**config.mk**
```make
export PLATFORM = sky130hd
export DESIGN_NAME = scsc_top
export DESIGN_NICKNAME = d
export VERILOG_FILES = /design/src/hw/scsc_top.v
export VERILOG_INCLUDE_DIRS = /design/src /design/src/pkg
export SDC_FILE = /design/constraint.sdc
export NUM_CORES = 1
export LEC_CHECK = 0
export ABC_AREA = 1
export BUFFER_PORTS_ARGS = -buffer_cell sky130_fd_sc_hd__buf_2
export CAP_MARGIN = 20
export CORE_UTILIZATION = 45
export CTS_CLUSTER_SIZE = 14
export DETAILED_ROUTE_END_ITERATION = 7
export GPL_ROUTABILITY_DRIVEN = 0
export PLACE_DENSITY = 0.7
export SYNTH_ARGS = -nofsm -noshare
export SYNTH_HDL_FRONTEND = slang
export SYNTH_SLANG_ARGS = --single-unit
```
**constraint.sdc**
```tcl
create_clock -name clk -period 2.42 [get_ports clk]
set_clock_uncertainty 0.15 [all_clocks]
set_input_delay 0.484 -clock clk [delete_from_list [all_inputs] [get_ports clk]]
set_output_delay 0.484 -clock clk [all_outputs]
set_load 0.02 [all_outputs]
```
**src/pkg/scsc_regs.vh**
```
// Register map, field positions, source codes and timing constants of the clock switch controller.
// Overview of operation
// - Software may select the primary, low-power crystal, fast RC or slow RC source whenever no switch is in progress.
// - Primary submode comes from a configuration field; switching never changes it.
// - Switching and fail-safe monitor work only while the monitor configuration bit is 0.
// - With switching disabled, next-source is ignored and current-source shows the initial source.
// - With switching disabled, the switch request bit does nothing and reads 0.
// - A request whose next-source equals current-source is cleared and aborted.
// - A valid switch clears the lock status bit and the clock fail flag.
// - The new oscillator is enabled; crystal sources wait for the start-up timer.
// - Sources using the multiplier wait until the lock status bit reads 1.
// - Ten cycles of the new clock are counted before the changeover.
// - Changeover clears the switch request and copies next-source into current-source.
// - The old source is then disabled, except slow RC while watchdog or monitor runs.
// - The processor keeps running during a switch; the bus stays served throughout.
`ifndef SCSC_REGS_VH
`define SCSC_REGS_VH

// Register byte offsets on the bus.
`define SCSC_ADDR_CTRL 8'h00
`define SCSC_ADDR_UNLOCK 8'h04
`define SCSC_ADDR_IRQ_STATUS 8'h08
`define SCSC_ADDR_IRQ_MASK 8'h0C
`define SCSC_ADDR_CONFIG 8'h10

// Control register fields.
`define SCSC_CUR_HI 14
`define SCSC_CUR_LO 12
`define SCSC_NEXT_HI 10
`define SCSC_NEXT_LO 8
`define SCSC_LOCK_BIT 5
`define SCSC_FAIL_BIT 3
`define SCSC_REQ_BIT 0

// Unlock keys: two writes in a row arm one byte of the control register.
`define SCSC_KEY_HI_A 8'h57
`define SCSC_KEY_HI_B 8'hA8
`define SCSC_KEY_LO_A 8'h46
`define SCSC_KEY_LO_B 8'hB9

// Interrupt status and mask bits.
`define SCSC_IRQ_DONE 0
`define SCSC_IRQ_ABORT 1
`define SCSC_IRQ_REJECT 2
`define SCSC_IRQ_FAIL 3
`define SCSC_IRQ_W 4

// Source codes.
`define SCSC_SRC_FRC 3'h0
`define SCSC_SRC_FRC_PLL 3'h1
`define SCSC_SRC_PRI 3'h2
`define SCSC_SRC_PRI_PLL 3'h3
`define SCSC_SRC_LPX 3'h4
`define SCSC_SRC_SLOW_INTERNAL_RC 3'h5

// Oscillator enable indices.
`define SCSC_OSC_PRI 2'h0
`define SCSC_OSC_LPX 2'h1
`define SCSC_OSC_FRC 2'h2
`define SCSC_OSC_SLOW_INTERNAL_RC 2'h3

// Primary submode codes.
`define SCSC_SUB_EXT 2'h0
`define SCSC_SUB_STD 2'h1
`define SCSC_SUB_HS 2'h2

// Edges of the new clock counted before changeover.
`define SCSC_SETTLE_EDGES 4'hA
// Start-up timer length in edges of the crystal clock.
`define SCSC_OST_EDGES 1024

`endif

```
**src/hw/scsc_top.v**
```verilog
// System clock switch controller with a classic Wishbone register slave.
`timescale 1ns/1ps
`include "scsc_regs.vh"

module scsc_top #(
    parameter OST_EDGES = `SCSC_OST_EDGES
) (
    // Clock and synchronous reset.
    input wire clk,
    input wire rst,
    // Wishbone slave.
    input wire wb_cyc_i,
    input wire wb_stb_i,
    input wire wb_we_i,
    input wire [7:0] wb_adr_i,
    input wire [3:0] wb_sel_i,
    input wire [31:0] wb_dat_i,
    output reg [31:0] wb_dat_o,
    output reg wb_ack_o,
    // Configuration levels from the device fuses.
    input wire switch_monitor_cfg,
    input wire [1:0] primary_submode_cfg,
    input wire [2:0] initial_source_cfg,
    input wire watchdog_en,
    // Oscillator clocks, multiplier status and clock failure from the analog side.
    input wire [3:0] osc_clk_in,
    input wire pll_clk_in,
    input wire pll_lock_in,
    input wire clk_fail_in,
    // Oscillator and multiplier control.
    output reg [3:0] osc_enable,
    output reg pll_enable,
    output reg [2:0] sys_clk_sel,
    output reg switch_busy,
    output reg irq
);

    localparam ST_IDLE = 3'h0;
    localparam ST_CHECK = 3'h1;
    localparam ST_OST = 3'h2;
    localparam ST_LOCK = 3'h3;
    localparam ST_SETTLE = 3'h4;
    localparam ST_SWAP = 3'h5;

    // Oscillator that a source code runs from.
    function [1:0] osc_of;
        input [2:0] src;
        begin
            case (src)
                `SCSC_SRC_PRI, `SCSC_SRC_PRI_PLL: osc_of = `SCSC_OSC_PRI;
                `SCSC_SRC_LPX: osc_of = `SCSC_OSC_LPX;
                `SCSC_SRC_SLOW_INTERNAL_RC: osc_of = `SCSC_OSC_SLOW_INTERNAL_RC;
                default: osc_of = `SCSC_OSC_FRC;
            endcase
        end
    endfunction

    // Whether a source code uses the multiplier.
    function uses_pll;
        input [2:0] src;
        begin
            uses_pll = (src == `SCSC_SRC_FRC_PLL) || (src == `SCSC_SRC_PRI_PLL);
        end
    endfunction

    // Whether a source needs the start-up timer; an external primary clock does not.
    function is_crystal;
        input [2:0] src;
        input [1:0] sub;
        begin
            is_crystal = (src == `SCSC_SRC_LPX) ||
                ((osc_of(src) == `SCSC_OSC_PRI) && (sub != `SCSC_SUB_EXT));
        end
    endfunction

    // Two-stage synchronisers; reset to idle levels so no false clock edge, lock or failure follows reset.
    reg [10:0] sync1;
    reg [10:0] sync2;
    always @(posedge clk)
    begin
        if (rst)
        begin
            sync1 <= 11'h400;
            sync2 <= 11'h400;
        end
        else
        begin
            sync1 <= {switch_monitor_cfg, watchdog_en, clk_fail_in, pll_lock_in, pll_clk_in, osc_clk_in, primary_submode_cfg};
            sync2 <= sync1;
        end
    end
    wire cfg_disable = sync2[10];
    wire wdt_on = sync2[9];
    wire fail_s = sync2[8];
    wire lock_s = sync2[7];
    wire pll_clk_s = sync2[6];
    wire [3:0] osc_s = sync2[5:2];
    wire [1:0] submode = sync2[1:0];
    wire sw_en = ~cfg_disable;

    // Initial source is caught once the synchronisers have filled after reset.
    reg [2:0] init_sync1;
    reg [2:0] init_sync2;
    reg [1:0] init_wait;
    always @(posedge clk)
    begin
        if (rst)
        begin
            init_sync1 <= 3'h0;
            init_sync2 <= 3'h0;
            init_wait <= 2'h0;
        end
        else
        begin
            init_sync1 <= initial_source_cfg;
            init_sync2 <= init_sync1;
            if (init_wait != 2'h3)
                init_wait <= init_wait + 2'h1;
        end
    end
    wire init_ready = (init_wait == 2'h3);

    // Software-visible state.
    reg [2:0] cur_src;
    reg [2:0] next_src;
    reg [2:0] tgt_src;
    reg req;
    reg lock_flag;
    reg fail_flag;
    reg arm_hi;
    reg arm_lo;
    reg key_hi_a;
    reg key_lo_a;
    reg [`SCSC_IRQ_W-1:0] irq_status;
    reg [`SCSC_IRQ_W-1:0] irq_mask;
    reg [2:0] state;
    reg [10:0] edge_cnt;
    reg new_clk_d;

    // Clock being brought up: the multiplier for a multiplier source once its start-up timer is done, otherwise the oscillator itself.
    wire new_clk_s = (uses_pll(tgt_src) && (state != ST_OST)) ? pll_clk_s : osc_s[osc_of(tgt_src)];
    wire new_edge = new_clk_s & ~new_clk_d;

    // Bus decode; each access is answered one cycle after it is seen.
    wire bus_req = wb_cyc_i & wb_stb_i & ~wb_ack_o;
    wire wr = bus_req & wb_we_i;
    wire wr_ctrl = wr && (wb_adr_i == `SCSC_ADDR_CTRL);
    wire wr_key = wr && (wb_adr_i == `SCSC_ADDR_UNLOCK) && wb_sel_i[0];
    wire hi_ok = wr_ctrl & wb_sel_i[1] & arm_hi;
    wire lo_ok = wr_ctrl & wb_sel_i[0] & arm_lo;
    wire rejected = wr_ctrl & ((wb_sel_i[1] & ~arm_hi) | (wb_sel_i[0] & ~arm_lo));
    wire [7:0] key = wb_dat_i[7:0];

    // Events for the interrupt status.
    wire ev_abort = (state == ST_CHECK) && (next_src == cur_src);
    wire ev_done = (state == ST_SWAP);
    wire ev_fail = sw_en & fail_s & ~fail_flag;
    wire [`SCSC_IRQ_W-1:0] events;
    assign events = {ev_fail, rejected, ev_abort, ev_done};

    // Unlock sequencer: a matching key pair arms one byte for a single write.
    always @(posedge clk)
    begin
        if (rst)
        begin
            key_hi_a <= 1'b0;
            key_lo_a <= 1'b0;
            arm_hi <= 1'b0;
            arm_lo <= 1'b0;
        end
        else
        begin
            if (wr_key)
            begin
                key_hi_a <= (key == `SCSC_KEY_HI_A);
                key_lo_a <= (key == `SCSC_KEY_LO_A);
            end
            if (wr_key && key_hi_a && (key == `SCSC_KEY_HI_B))
                arm_hi <= 1'b1;
            else if (wr_ctrl && wb_sel_i[1])
                arm_hi <= 1'b0;
            if (wr_key && key_lo_a && (key == `SCSC_KEY_LO_B))
                arm_lo <= 1'b1;
            else if (wr_ctrl && wb_sel_i[0])
                arm_lo <= 1'b0;
        end
    end

    // Switch sequencer; the bus stays live throughout so the processor keeps running.
    always @(posedge clk)
    begin
        if (rst)
        begin
            state <= ST_IDLE;
            cur_src <= `SCSC_SRC_FRC;
            next_src <= `SCSC_SRC_FRC;
            tgt_src <= `SCSC_SRC_FRC;
            req <= 1'b0;
            lock_flag <= 1'b0;
            fail_flag <= 1'b0;
            edge_cnt <= 11'h0;
            new_clk_d <= 1'b0;
        end
        else
        begin
            new_clk_d <= new_clk_s;
            if (hi_ok)
                next_src <= wb_dat_i[`SCSC_NEXT_HI:`SCSC_NEXT_LO];
            if (ev_fail)
                fail_flag <= 1'b1;
            else if (lo_ok && !wb_dat_i[`SCSC_FAIL_BIT])
                fail_flag <= 1'b0;
            if (!sw_en)
            begin
                cur_src <= init_sync2;
                req <= 1'b0;
                state <= ST_IDLE;
            end
            else
            begin
                if (!init_ready)
                    cur_src <= init_sync2;
                case (state)
                    ST_IDLE:
                    begin
                        if (lo_ok && wb_dat_i[`SCSC_REQ_BIT] && init_ready)
                        begin
                            req <= 1'b1;
                            state <= ST_CHECK;
                        end
                    end
                    ST_CHECK:
                    begin
                        if (next_src == cur_src)
                        begin
                            req <= 1'b0;
                            state <= ST_IDLE;
                        end
                        else
                        begin
                            tgt_src <= next_src;
                            lock_flag <= 1'b0;
                            fail_flag <= 1'b0;
                            edge_cnt <= 11'h0;
                            new_clk_d <= 1'b1; // A stale level of the old target must not count as an edge.
                            if (is_crystal(next_src, submode))
                                state <= ST_OST;
                            else
                                state <= ST_LOCK;
                        end
                    end
                    ST_OST:
                    begin
                        if (new_edge)
                            edge_cnt <= edge_cnt + 11'h1;
                        if (edge_cnt >= OST_EDGES[10:0])
                        begin
                            edge_cnt <= 11'h0;
                            state <= ST_LOCK;
                        end
                    end
                    ST_LOCK:
                    begin
                        if (!uses_pll(tgt_src) || lock_s)
                        begin
                            lock_flag <= uses_pll(tgt_src);
                            edge_cnt <= 11'h0;
                            state <= ST_SETTLE;
                        end
                    end
                    ST_SETTLE:
                    begin
                        if (new_edge)
                            edge_cnt <= edge_cnt + 11'h1;
                        if (edge_cnt == {7'h0, `SCSC_SETTLE_EDGES})
                            state <= ST_SWAP;
                    end
                    ST_SWAP:
                    begin
                        cur_src <= tgt_src;
                        req <= 1'b0;
                        state <= ST_IDLE;
                    end
                    default:
                        state <= ST_IDLE;
                endcase
            end
        end
    end

    // Interrupt status is sticky with write-one-to-clear; a new event beats a clear.
    always @(posedge clk)
    begin
        if (rst)
        begin
            irq_status <= {`SCSC_IRQ_W{1'b0}};
            irq_mask <= {`SCSC_IRQ_W{1'b0}};
            irq <= 1'b0;
        end
        else
        begin
            if (wr && (wb_adr_i == `SCSC_ADDR_IRQ_STATUS) && wb_sel_i[0])
                irq_status <= (irq_status & ~wb_dat_i[`SCSC_IRQ_W-1:0]) | events;
            else
                irq_status <= irq_status | events;
            if (wr && (wb_adr_i == `SCSC_ADDR_IRQ_MASK) && wb_sel_i[0])
                irq_mask <= wb_dat_i[`SCSC_IRQ_W-1:0];
            irq <= |(irq_status & irq_mask);
        end
    end

    // Oscillator enables: current source plus the one being brought up; slow RC kept for watchdog/monitor.
    always @(posedge clk)
    begin
        if (rst)
        begin
            osc_enable <= 4'h0;
            pll_enable <= 1'b0;
            sys_clk_sel <= `SCSC_SRC_FRC;
            switch_busy <= 1'b0;
        end
        else
        begin
            osc_enable <= (4'h1 << osc_of(cur_src)) |
                ((state >= ST_OST) ? (4'h1 << osc_of(tgt_src)) : 4'h0) |
                (((wdt_on | sw_en) ? 4'h1 : 4'h0) << `SCSC_OSC_SLOW_INTERNAL_RC);
            pll_enable <= uses_pll(cur_src) | ((state >= ST_OST) & uses_pll(tgt_src));
            sys_clk_sel <= cur_src;
            switch_busy <= (state != ST_IDLE);
        end
    end

    // Read mux and acknowledge; unmapped addresses are acknowledged and read zero.
    always @(posedge clk)
    begin
        if (rst)
        begin
            wb_ack_o <= 1'b0;
            wb_dat_o <= 32'h0;
        end
        else
        begin
            wb_ack_o <= bus_req;
            wb_dat_o <= 32'h0;
            if (bus_req && !wb_we_i)
            begin
                case (wb_adr_i)
                    `SCSC_ADDR_CTRL:
                    begin
                        wb_dat_o[`SCSC_CUR_HI:`SCSC_CUR_LO] <= cur_src;
                        wb_dat_o[`SCSC_NEXT_HI:`SCSC_NEXT_LO] <= next_src;
                        wb_dat_o[`SCSC_LOCK_BIT] <= lock_flag;
                        wb_dat_o[`SCSC_FAIL_BIT] <= fail_flag;
                        wb_dat_o[`SCSC_REQ_BIT] <= req & sw_en;
                    end
                    `SCSC_ADDR_IRQ_STATUS: wb_dat_o[`SCSC_IRQ_W-1:0] <= irq_status;
                    `SCSC_ADDR_IRQ_MASK: wb_dat_o[`SCSC_IRQ_W-1:0] <= irq_mask;
                    `SCSC_ADDR_CONFIG: wb_dat_o[6:0] <= {state, submode, arm_hi, sw_en};
                    default: wb_dat_o <= 32'h0;
                endcase
            end
        end
    end

endmodule // scsc_top

```
### Word level (Yosys, flattened, before mapping)

Cells that the tools add are included.

| cells by class | value |
|---|---|
| shifts and indexed selects | 2 |
| reduce and logical (&&, ||, !) cells | 50 |
| magnitude comparators | 3 |
| muxes and demuxes | 52 |
| multipliers | 0 |
| add/sub/neg operators | 2 |
| div/mod/pow operators | 0 |
| bitwise logic cells | 35 |
| equality and inequality tests | 39 |

Operators by type and width:

| kind | count |
|---|---|
| 11-bit two-way mux | 4 |
| 11-bit case mux with 4 select lines | 1 |
| 3-bit by 2-bit == test with 1-bit output (second input constant) | 8 |
| 3-bit == test (second input constant) | 8 |
| 2-bit case mux with 3 select lines | 4 |
| 3-bit two-way mux | 7 |
| 1-bit logical AND | 20 |
| 1-bit two-way mux | 20 |
| 8-bit by 4-bit == test with 1-bit output (second input constant) | 2 |
| 8-bit by 7-bit == test with 1-bit output (second input constant) | 2 |
| 8-bit == test (second input constant) | 2 |
| 4-bit OR | 4 |
| 1-bit bitwise AND | 15 |
| 3-bit case mux with 5 select lines | 1 |
| 2-bit two-way mux | 7 |
| 2-bit != test (second input constant) | 6 |
| 4-bit AND reduction | 3 |
| 11-bit by 1-bit adder with 11-bit output (second input constant) | 1 |
| 11-bit by 4-bit == test with 1-bit output (second input constant) | 1 |
| 11-bit greater-or-equal comparator (second input constant) | 1 |
| 1-bit NOT | 10 |
| 2-bit OR reduction | 5 |
| 3-bit by 1-bit == test with 1-bit output (second input constant) | 3 |
| 4-bit bitwise AND | 2 |
| 28 further kinds | 46 |

| word-level totals | value |
|---|---|
| latch bits | 0 |
| logic and storage cells | 213 |
| memory bits (read-only) | 0 |
| input bits | 63 |
| register bits after elaboration | 112 |
| output and inout port bits | 43 |
| RAM bits | 0 |
| memories kept | 0 |

### Longest topological paths before layout

Gate-level depths: netlist of run 1.

| depth | value |
|---|---|
| depth after elaboration | 13 |
| depth in mapped cells | 13 |
| mapped depth without buffers | 13 |

### Least setup slack after synthesis of run 1

Ideal clock, no wire load.

| timing path | value |
|---|---|
| path type | register to register |
| from | register tgt_src[1] |
| to | register edge_cnt[4] |
| period minus slack after synthesis | 1,736 ps |
| slack | 684 ps |
| buffers on the path | 0 |
| stages on the path, launching flop included | 13 |
| setup time | 120 ps |
| arrival | 1,466 ps |
| required time | 2,150 ps |
| cells stage by stage | dfxtp_1 inv_1 ha_1 inv_1 nor2_1 nor2_1 nand2_1 nand3_2 nand3_2 nor2_4 nand3_1 nand2_1 nor2_2 |

| between the ends | value |
|---|---|
| longest elaborated chain between the ends | 10 |
| elaborated cells between the ends (all ways) | 20 |
| those cells by class | eq/ne (6); mux (7); bitwise (1); reduce/logical (6) |

RTL lines:

| what | RTL line | RTL |
|---|---|---|
| from (decl) | scsc_top.v:126 | `reg [2:0] tgt_src;` |
| from (signal assigned) | scsc_top.v:197 | `` tgt_src <= `SCSC_SRC_FRC; `` |
| from (signal assigned) | scsc_top.v:241 | `tgt_src <= next_src;` |
| 3-bit by 2-bit == test with 1-bit output | scsc_top.v:49 | `case (src)` |
| 2-bit OR reduction | scsc_top.v:49 |  |
| 2-bit case mux with 3 select lines | scsc_top.v:49 |  |
| 1-bit binary-select mux with 2-bit select | scsc_top.v:141 | `wire new_clk_s = (uses_pll(tgt_src) && (state != ST_OST)) ? pll_clk_s : osc_s[osc_of(tgt_src)];` |
| 1-bit two-way mux (implied by the code) | scsc_top.v:141 |  |
| 1-bit two-way mux | scsc_top.v:141 |  |
| 1-bit bitwise AND | scsc_top.v:142 | `wire new_edge = new_clk_s & ~new_clk_d;` |
| 11-bit two-way mux (2 in a row) | - |  |
| 11-bit case mux with 4 select lines | - |  |
| to (signal assigned) | scsc_top.v:255 | `edge_cnt <= edge_cnt + 11'h1;` |
| to (signal assigned) | scsc_top.v:274 | `edge_cnt <= edge_cnt + 11'h1;` |
| to (decl) | scsc_top.v:137 | `reg [10:0] edge_cnt;` |

Parallel ways exist; a longest one is shown, timed or not. The select of a mux whose other input is x is not followed.
A chain may end at the register's enable or synchronous reset.

### Final worst setup path of run 1

Same ends and word-level chain as after synthesis.

==> results of run 1 <==
## registers in the layout, summed over array words and instances, names as in the netlist, 2 cells and up
name         cells
sys_clk_sel      3
init_sync2       3
edge_cnt        11
osc_enable       4
sync2           11
irq_mask         4
tgt_src          3
init_sync1       3
state            3
init_wait        2
wb_dat_o        13
next_src         3
irq_status       4
sync1           11
cur_src          3
## layer usage
| metal | wire length, um | track usage, % |
|---|---|---|
| met3 | 403 | 3.29 |
| met5 | 0 | 0 |
| met1 | 4020 | 24.0 |
| met4 | 182 | 7.81 |
| met2 | 3820 | 30.1 |
## path summary, 6_finish.rpt
check / start / end / slack (ns)
worst min register to register: sync1[4] / sync2[4] / 0.25
worst max-delay path: tgt_src[1] / edge_cnt[4] / 0.45
worst min-delay path: switch_monitor_cfg / sync1[10] / 0.16
worst max register to register: tgt_src[1] / edge_cnt[4] / 0.45
## synth_stat cells, drive strengths merged
library cell / instances
a41oi: 1
a21oi: 41
nand2: 81
nand3: 31
or2: 5
ha: 8
buf: 21
dfxtp: 93
o211ai: 1
clkinv: 1
nor3: 8
xor2: 1
clkbuf: 5
inv: 98
a32o: 1
conb: 1
o221ai: 1
mux2i: 3
a211oi: 1
nand4: 11
xnor2: 2
o21ai: 36
nor2: 98
a31oi: 2
o22ai: 1
nand3b: 1
## final cells by class
cell class	count	share of cell area, %
Tap cell	108	2.84
Timing Repair Buffer	64	6.78
Multi-Input combinational cell	353	37.9
Sequential cell	93	39.1
Clock inverter	6	2.84
Clock buffer	10	2.68
Inverter	99	7.86
## placed cells by master, fill, tap and decap left out, types with 2 or more instances in the layout
cell	netlist	routed
nor3_1	5	5
nor3_2	3	3
nor2_4	2	2
o21ai_1	11	11
a21oi_1	41	41
nor2_2	8	8
nor2_1	88	88
nand2_1	74	74
o21ai_2	4	4
nand3_1	24	24
buf_2	0	63
conb_1	1	19
o21ai_0	20	20
clkbuf_8	0	9
inv_1	84	84
mux2i_1	3	3
xnor2_1	2	2
or2_2	3	3
clkinvlp_4	0	2
ha_1	8	8
dfxtp_1	93	93
inv_2	13	13
a31oi_1	2	2
nand2_2	7	7
nand4_1	10	10
bufinv_16	0	4
nand3_2	6	6
## metrics by stage
stage	utilization (%)	power, mW
floorplan	-	1.77
global placement	51.1	1.81
detailed placement	51.1	1.82
CTS	54.0	3.12
global route	54.0	3.23
finish	54.0	3.10
## cell families after synthesis
logic type	share of synthesized area, %
buffers and inverters	13.1
DFF	45.0
AOI/OAI and AO/OA	11.4
and+or+nand+nor	26.6
muxes	0.725
xor gates and xnor gates	0.635
other	0.0906
adders and majority gates	2.42
## worst register-to-register path: stages (launching register included)
cell	delay (ns)
dfxtp_1	0.40
inv_1	0.10
ha_1	0.27
inv_1	0.12
nor2_1	0.05
nor2_1	0.08
nand2_1	0.07
nand3_2	0.12
nand3_2	0.12
nor2_4	0.19
nand3_1	0.09
nand2_1	0.09
nor2_2	0.03
## power by group
group / internal (mW) / switching [mW] / leakage, nW
Combinational: 0.0670 / 0.129 / 1.26
Sequential: 1.57 / 0.0176 / 0.757
Clock: 0.791 / 0.530 / 0.123
Total: 2.43 / 0.677 / 2.14
==> reports/metrics.yaml, run 1 <==
sta:
  whs_ns: 0.159
  maxSlewHeadroom_pct: 57.1
  fin_crit_ns: 1.97
  finalSetupTns_ns: 0
  tightest_slew_ns: 0.643
  maxSlewViolCount: 0
  period_share_pct: 81.5
  finalSetupViolations: 0
  fin_ws_ns: 0.448
  rsz0062_at_grt: "false"
  hold_violations: 0
  fmax_mhz: 507
final_layout:
  fin_nets: 691
  area_growth_pct: 15.0
  multi_input_area_um2: 1800
  final_area_um2: 4760
  diodes: 0
  area.sequential_um2: 1860
  layout.cells.non_filler: 733
  drive_gt1_share_pct: 20.8
  fillers: 848
setup_path:
  worstPathCellList: "inv_1, ha_1, inv_1, nor2_1, nor2_1, nand2_1, nand3_2, nand3_2, nor2_4, nand3_1, nand2_1, nor2_2"
  ff2ff_path_depth: 12
  cp_slowest_stage_delay_ns: 0.40
  critPathArrivalTime_ns: 2.06
  cp-start-kind: "register"
  path_class: "register to register"
  required_ns: 2.51
  critPathSlowestCell: "dfxtp_1"
  crit_cells: 12
  worstPathMaxFanout: 7
  cp-end-kind: "register"
  cpLargestDelayFamily: "simple AND/OR/NAND/NOR gates"
  crit_buf_inv: 2
run_status:
  violations: "DRC"
  status: "finished, violations left"
clock_network:
  cts.repair.resized: 0
  cts_sinks: 93
  htreeDepth: 3
  clk_pin_slew_worst_paths_ns: 0.09
  cts_hold_buffers: 0
  cts_buffer_depth: 2
  cts_tree: "done"
  clkLatencyLatePin_ns: 0.35
  cts_buffers: 9
  root_buffer: "clkbuf_8"
  cts_setup_buffers: 0
grt:
  antenna_found_initial: 0
  track_usage_pct: 18.4
  first_global_vias: 3254
  grt_pass1_wl_mm: 14.4
  grt_max_degree: 39
  overflow: 0
placed_design:
  dp_slack_ns: 0.309
  dp_hpwl_mm: 6.37
  placed_area_um2: 4500
  io_buffers: 63
  place_inst: 717
worst_hold_path:
  holdPathStages: 2
  worst_hold_path_type: "primary input to register"
floorplan:
  die_x_um: 97.9
  boundaryPins: 106
  rows: 34
  die_h_um: 97.9
  coreArea_um2: 8810
  dieArea_um2: 9590
  initial_core_util_pct: 47.0
route:
  drtPass1Iterations: 6
  drtIter0Drc: 114
  route.detailed.drc: 7
  wl_mm: 8.43
  wl_per_cell_um: 11.5
  vias: 3474
  antenna_left: 0
  viasPerCell: 4.74
synth:
  synth-seq-area-share_pct: 45.0
  synthCells: 553
  syn_avg_cell_area_um2: 7.49
  synth-seq-cells: 93
  ys_warn_count: 0
  synth.top_cell.area_share_pct: 45.0
  netlist_area_um2: 4140
  synth_top_area_cell: "dfxtp_1"
  yosysUniqueCellTypes: 41
  synth_area_leaders: "dfxtp_1, nor2_1, inv_1"
run:
  cap_violations: 0
power:
  vdd_drop_max_uv: 368
  p_per_area_nw_per_um2: 652
  p_leak_nw: 2.14
Note: power is estimated with default switching activity, not from simulation.
==> run 2: changes to the inputs <==
Settings changed: PLACE_DENSITY 0.7 to 0.72.
Clock period 2.42 ns to 1.7 ns, I/O delays scaled along.
==> reports/metrics.yaml, run 2 (synthesized netlist as in run 1, its figures left out) <==
route:
  drtPass1Iterations: 6  # unchanged
  route.detailed.drc: 8  # +1
  antenna_left: 0  # unchanged
  viasPerCell: 4.76  # +0.42%
  vias: 3617  # +4.1%
  drtIter0Drc: 164  # +44%
  wl_mm: 8.62  # +2.3%
  wl_per_cell_um: 11.3  # -1.3%
setup_path:
  worstPathMaxFanout: 6  # -1
  critPathArrivalTime_ns: 1.86  # -0.20 ns
  cp_slowest_stage_delay_ns: 0.41  # about the same
  critPathSlowestCell: "dfxtp_2"
  cp-start-kind: "register"
  cpLargestDelayFamily: "simple AND/OR/NAND/NOR gates"
  rrSetupSlack_ns: -0.008  # -0.46 ns
  worstReg2RegEnd: "edge_cnt[1]"
  path_class: "register to register"
  crit_buf_inv: 1  # -1
  required_ns: 1.85  # -0.66 ns
  cp-end-kind: "register"
  cpMostUsedCell: "nand3_4"
  ff2ff_path_depth: 9  # -3
  worstPathCellList: "ha_4, nor2_2, nand2_1, nand3_4, nand3_4, nor2_4, buf_6, o21ai_2, nor2_1"
  r2r_start: "tgt_src[2]"
run_status:
  violations: "DRC, setup timing"
  status: "finished, violations left"
clock_network:
  cts_sinks: 93  # unchanged
  clkLatencyLatePin_ns: 0.36  # about the same
  cts_tree: "done"
  cts_buffer_depth: 2  # unchanged
  root_buffer: "clkbuf_8"
  clk_pin_slew_worst_paths_ns: 0.09  # about the same
  cts_buffers: 9  # unchanged
  htreeDepth: 3  # unchanged
power:
  p_leak_nw: 2.27  # +5.8%
  power_mw: 4.08  # +31%
  p_per_area_nw_per_um2: 815  # +25%
  vdd_drop_max_uv: 538  # +46%
sta:
  finalSetupViolations: 2  # +2
  hold_violations: 0  # unchanged
  fin_crit_ns: 1.71  # -0.264 ns
  fmax_mhz: 586  # +15%
  fin_ws_ns: -0.00775  # -0.456 ns
  period_share_pct: 100  # +19 points
  rsz0062_at_grt: "true"
  maxSlewViolCount: 0  # unchanged
grt:
  grt_max_degree: 47  # +21%
  antenna_found_initial: 0  # unchanged
  first_global_vias: 3281  # +0.83%
  grt_pass1_wl_mm: 14.5  # +0.87%
  overflow: 0  # unchanged
  track_usage_pct: 18.8  # +0.34 points
final_layout:
  final_cell_mix: "dfxtp_1, nor2_1, inv_1, nand2_1, buf_2"
  fillers: 797  # -6.0%
  final_common_cell: "dfxtp_1"
  post-route-util_pct: 56.8  # +2.8 points
  fin_nets: 718  # +3.9%
  area_growth_pct: 20.9
  regMostFlops: "wb_dat_o"
  largest_register_ffs: 13  # unchanged
  diodes: 0  # unchanged
  drive_gt1_share_pct: 27.3  # +6.5 points
floorplan:
  dieArea_um2: 9590  # unchanged
  die_h_um: 97.9  # unchanged
  die_x_um: 97.9  # unchanged
  coreArea_um2: 8810  # unchanged
  initial_core_util_pct: 47.0  # unchanged
  boundaryPins: 106  # unchanged
  rows: 34  # unchanged
worst_hold_path:
  min_to: "sync1[3]"
  holdPathStages: 3  # +1
  worst_hold_path_type: "primary input to register"
  hp-start: "osc_clk_in[1]"
run:
  cap_violations: 0  # unchanged
placed_design:
  dp_hpwl_mm: 6.68  # +4.7%
  io_buffers: 63  # unchanged
## run 2: cell count changes in the layout (fill, tap and decap cells not counted), sizes merged
cell         before  now
clkbuf           10   11
buf              64   90
bufinv            4    1
dlygate4sd3       0    1
clkinv            1    3
## run 2: routing by layer
| metal | part of all wire, % | up-vias | wire length [um] | GRT usage, % |
|---|---|---|---|---|
| met1 | 48 | 1596 | 4100 | 24.5 |
| met2 | 45 | 110 | 3860 | 29.7 |
| li1 | - | 1896 | - | - |
| met5 | 0 | - | 0 | 0 |
| met3 | 6.1 | 15 | 527 | 4.72 |
| met4 | 1.6 | 0 | 135 | 7.69 |
## run 2: worst max-delay path by stage
stage                            from  depth (start not counted)  slack, ns           to
after floorplan            tgt_src[1]                         11      0.006  edge_cnt[4]
after global placement    wb_adr_i[7]                          9      -0.09  next_src[0]
after detailed placement  wb_adr_i[1]                          9      -0.14  next_src[0]
after CTS                  tgt_src[1]                         12     0.0007  edge_cnt[1]
after global routing       tgt_src[1]                         12      -0.17  edge_cnt[1]
final                      tgt_src[2]                          9     -0.008  edge_cnt[1]
## run 2: what timing repair did
action / 4_1_cts / 5_1_grt
buffers inserted: 0 / 2
pin swaps: 2 / 7
resized for setup: 10 / 13
hold endpoints to repair: 0 / 1
setup endpoints to repair: 9 / 23
hold buffers: 0 / 1
## run 2: stage by stage
| stage | area [um2] | setup slack, ns | hold WS, ns | std cells | TNS, ns |
|---|---|---|---|---|---|
| 6_report | 5000 | -0.00775 | 0.0253 | 760 | -0.0143 |
| 5_1_grt | 5000 | -0.166 | 0.0156 | 760 | -1.36 |
| 4_1_cts | 4950 | 0.000730 | 0.00314 | 757 | 0 |
| 3_5_place_dp | 4690 | -0.143 | 0.244 | 741 | -1.36 |
| 3_3_place_gp | 4690 | -0.0915 | 0.240 | 741 | -0.479 |
| 2_1_floorplan | 4230 | 0.00593 | 0.238 | 571 | 0 |
## run 2: area by class of cell
cell class | count | area [um2] | share of cell area [%]
tap | 108 | 135 | 2.70
multi-input combinational | 353 | 1880 | 37.6
timing repair buffer | 91 | 532 | 10.6
inverter | 99 | 374 | 7.48
clock inverter | 5 | 58.8 | 1.18
sequential | 93 | 1870 | 37.4
clock buffer | 11 | 151 | 3.03
## run 2: worst register-to-register path, stage by stage, from the launching register on
cell     delay [ns]
dfxtp_2        0.41
ha_4           0.22
nor2_2         0.13
nand2_1        0.10
nand3_4        0.12
nand3_4        0.10
nor2_4         0.19
buf_6          0.12
o21ai_2        0.04
nor2_1         0.07
## run 2: where the power goes
| group | internal (mW) | switching [mW] |
|---|---|---|
| clock network | 0.759 | 0.756 |
| logic | 0.114 | 0.192 |
| registers | 2.23 | 0.0235 |
| total | 3.11 | 0.972 |
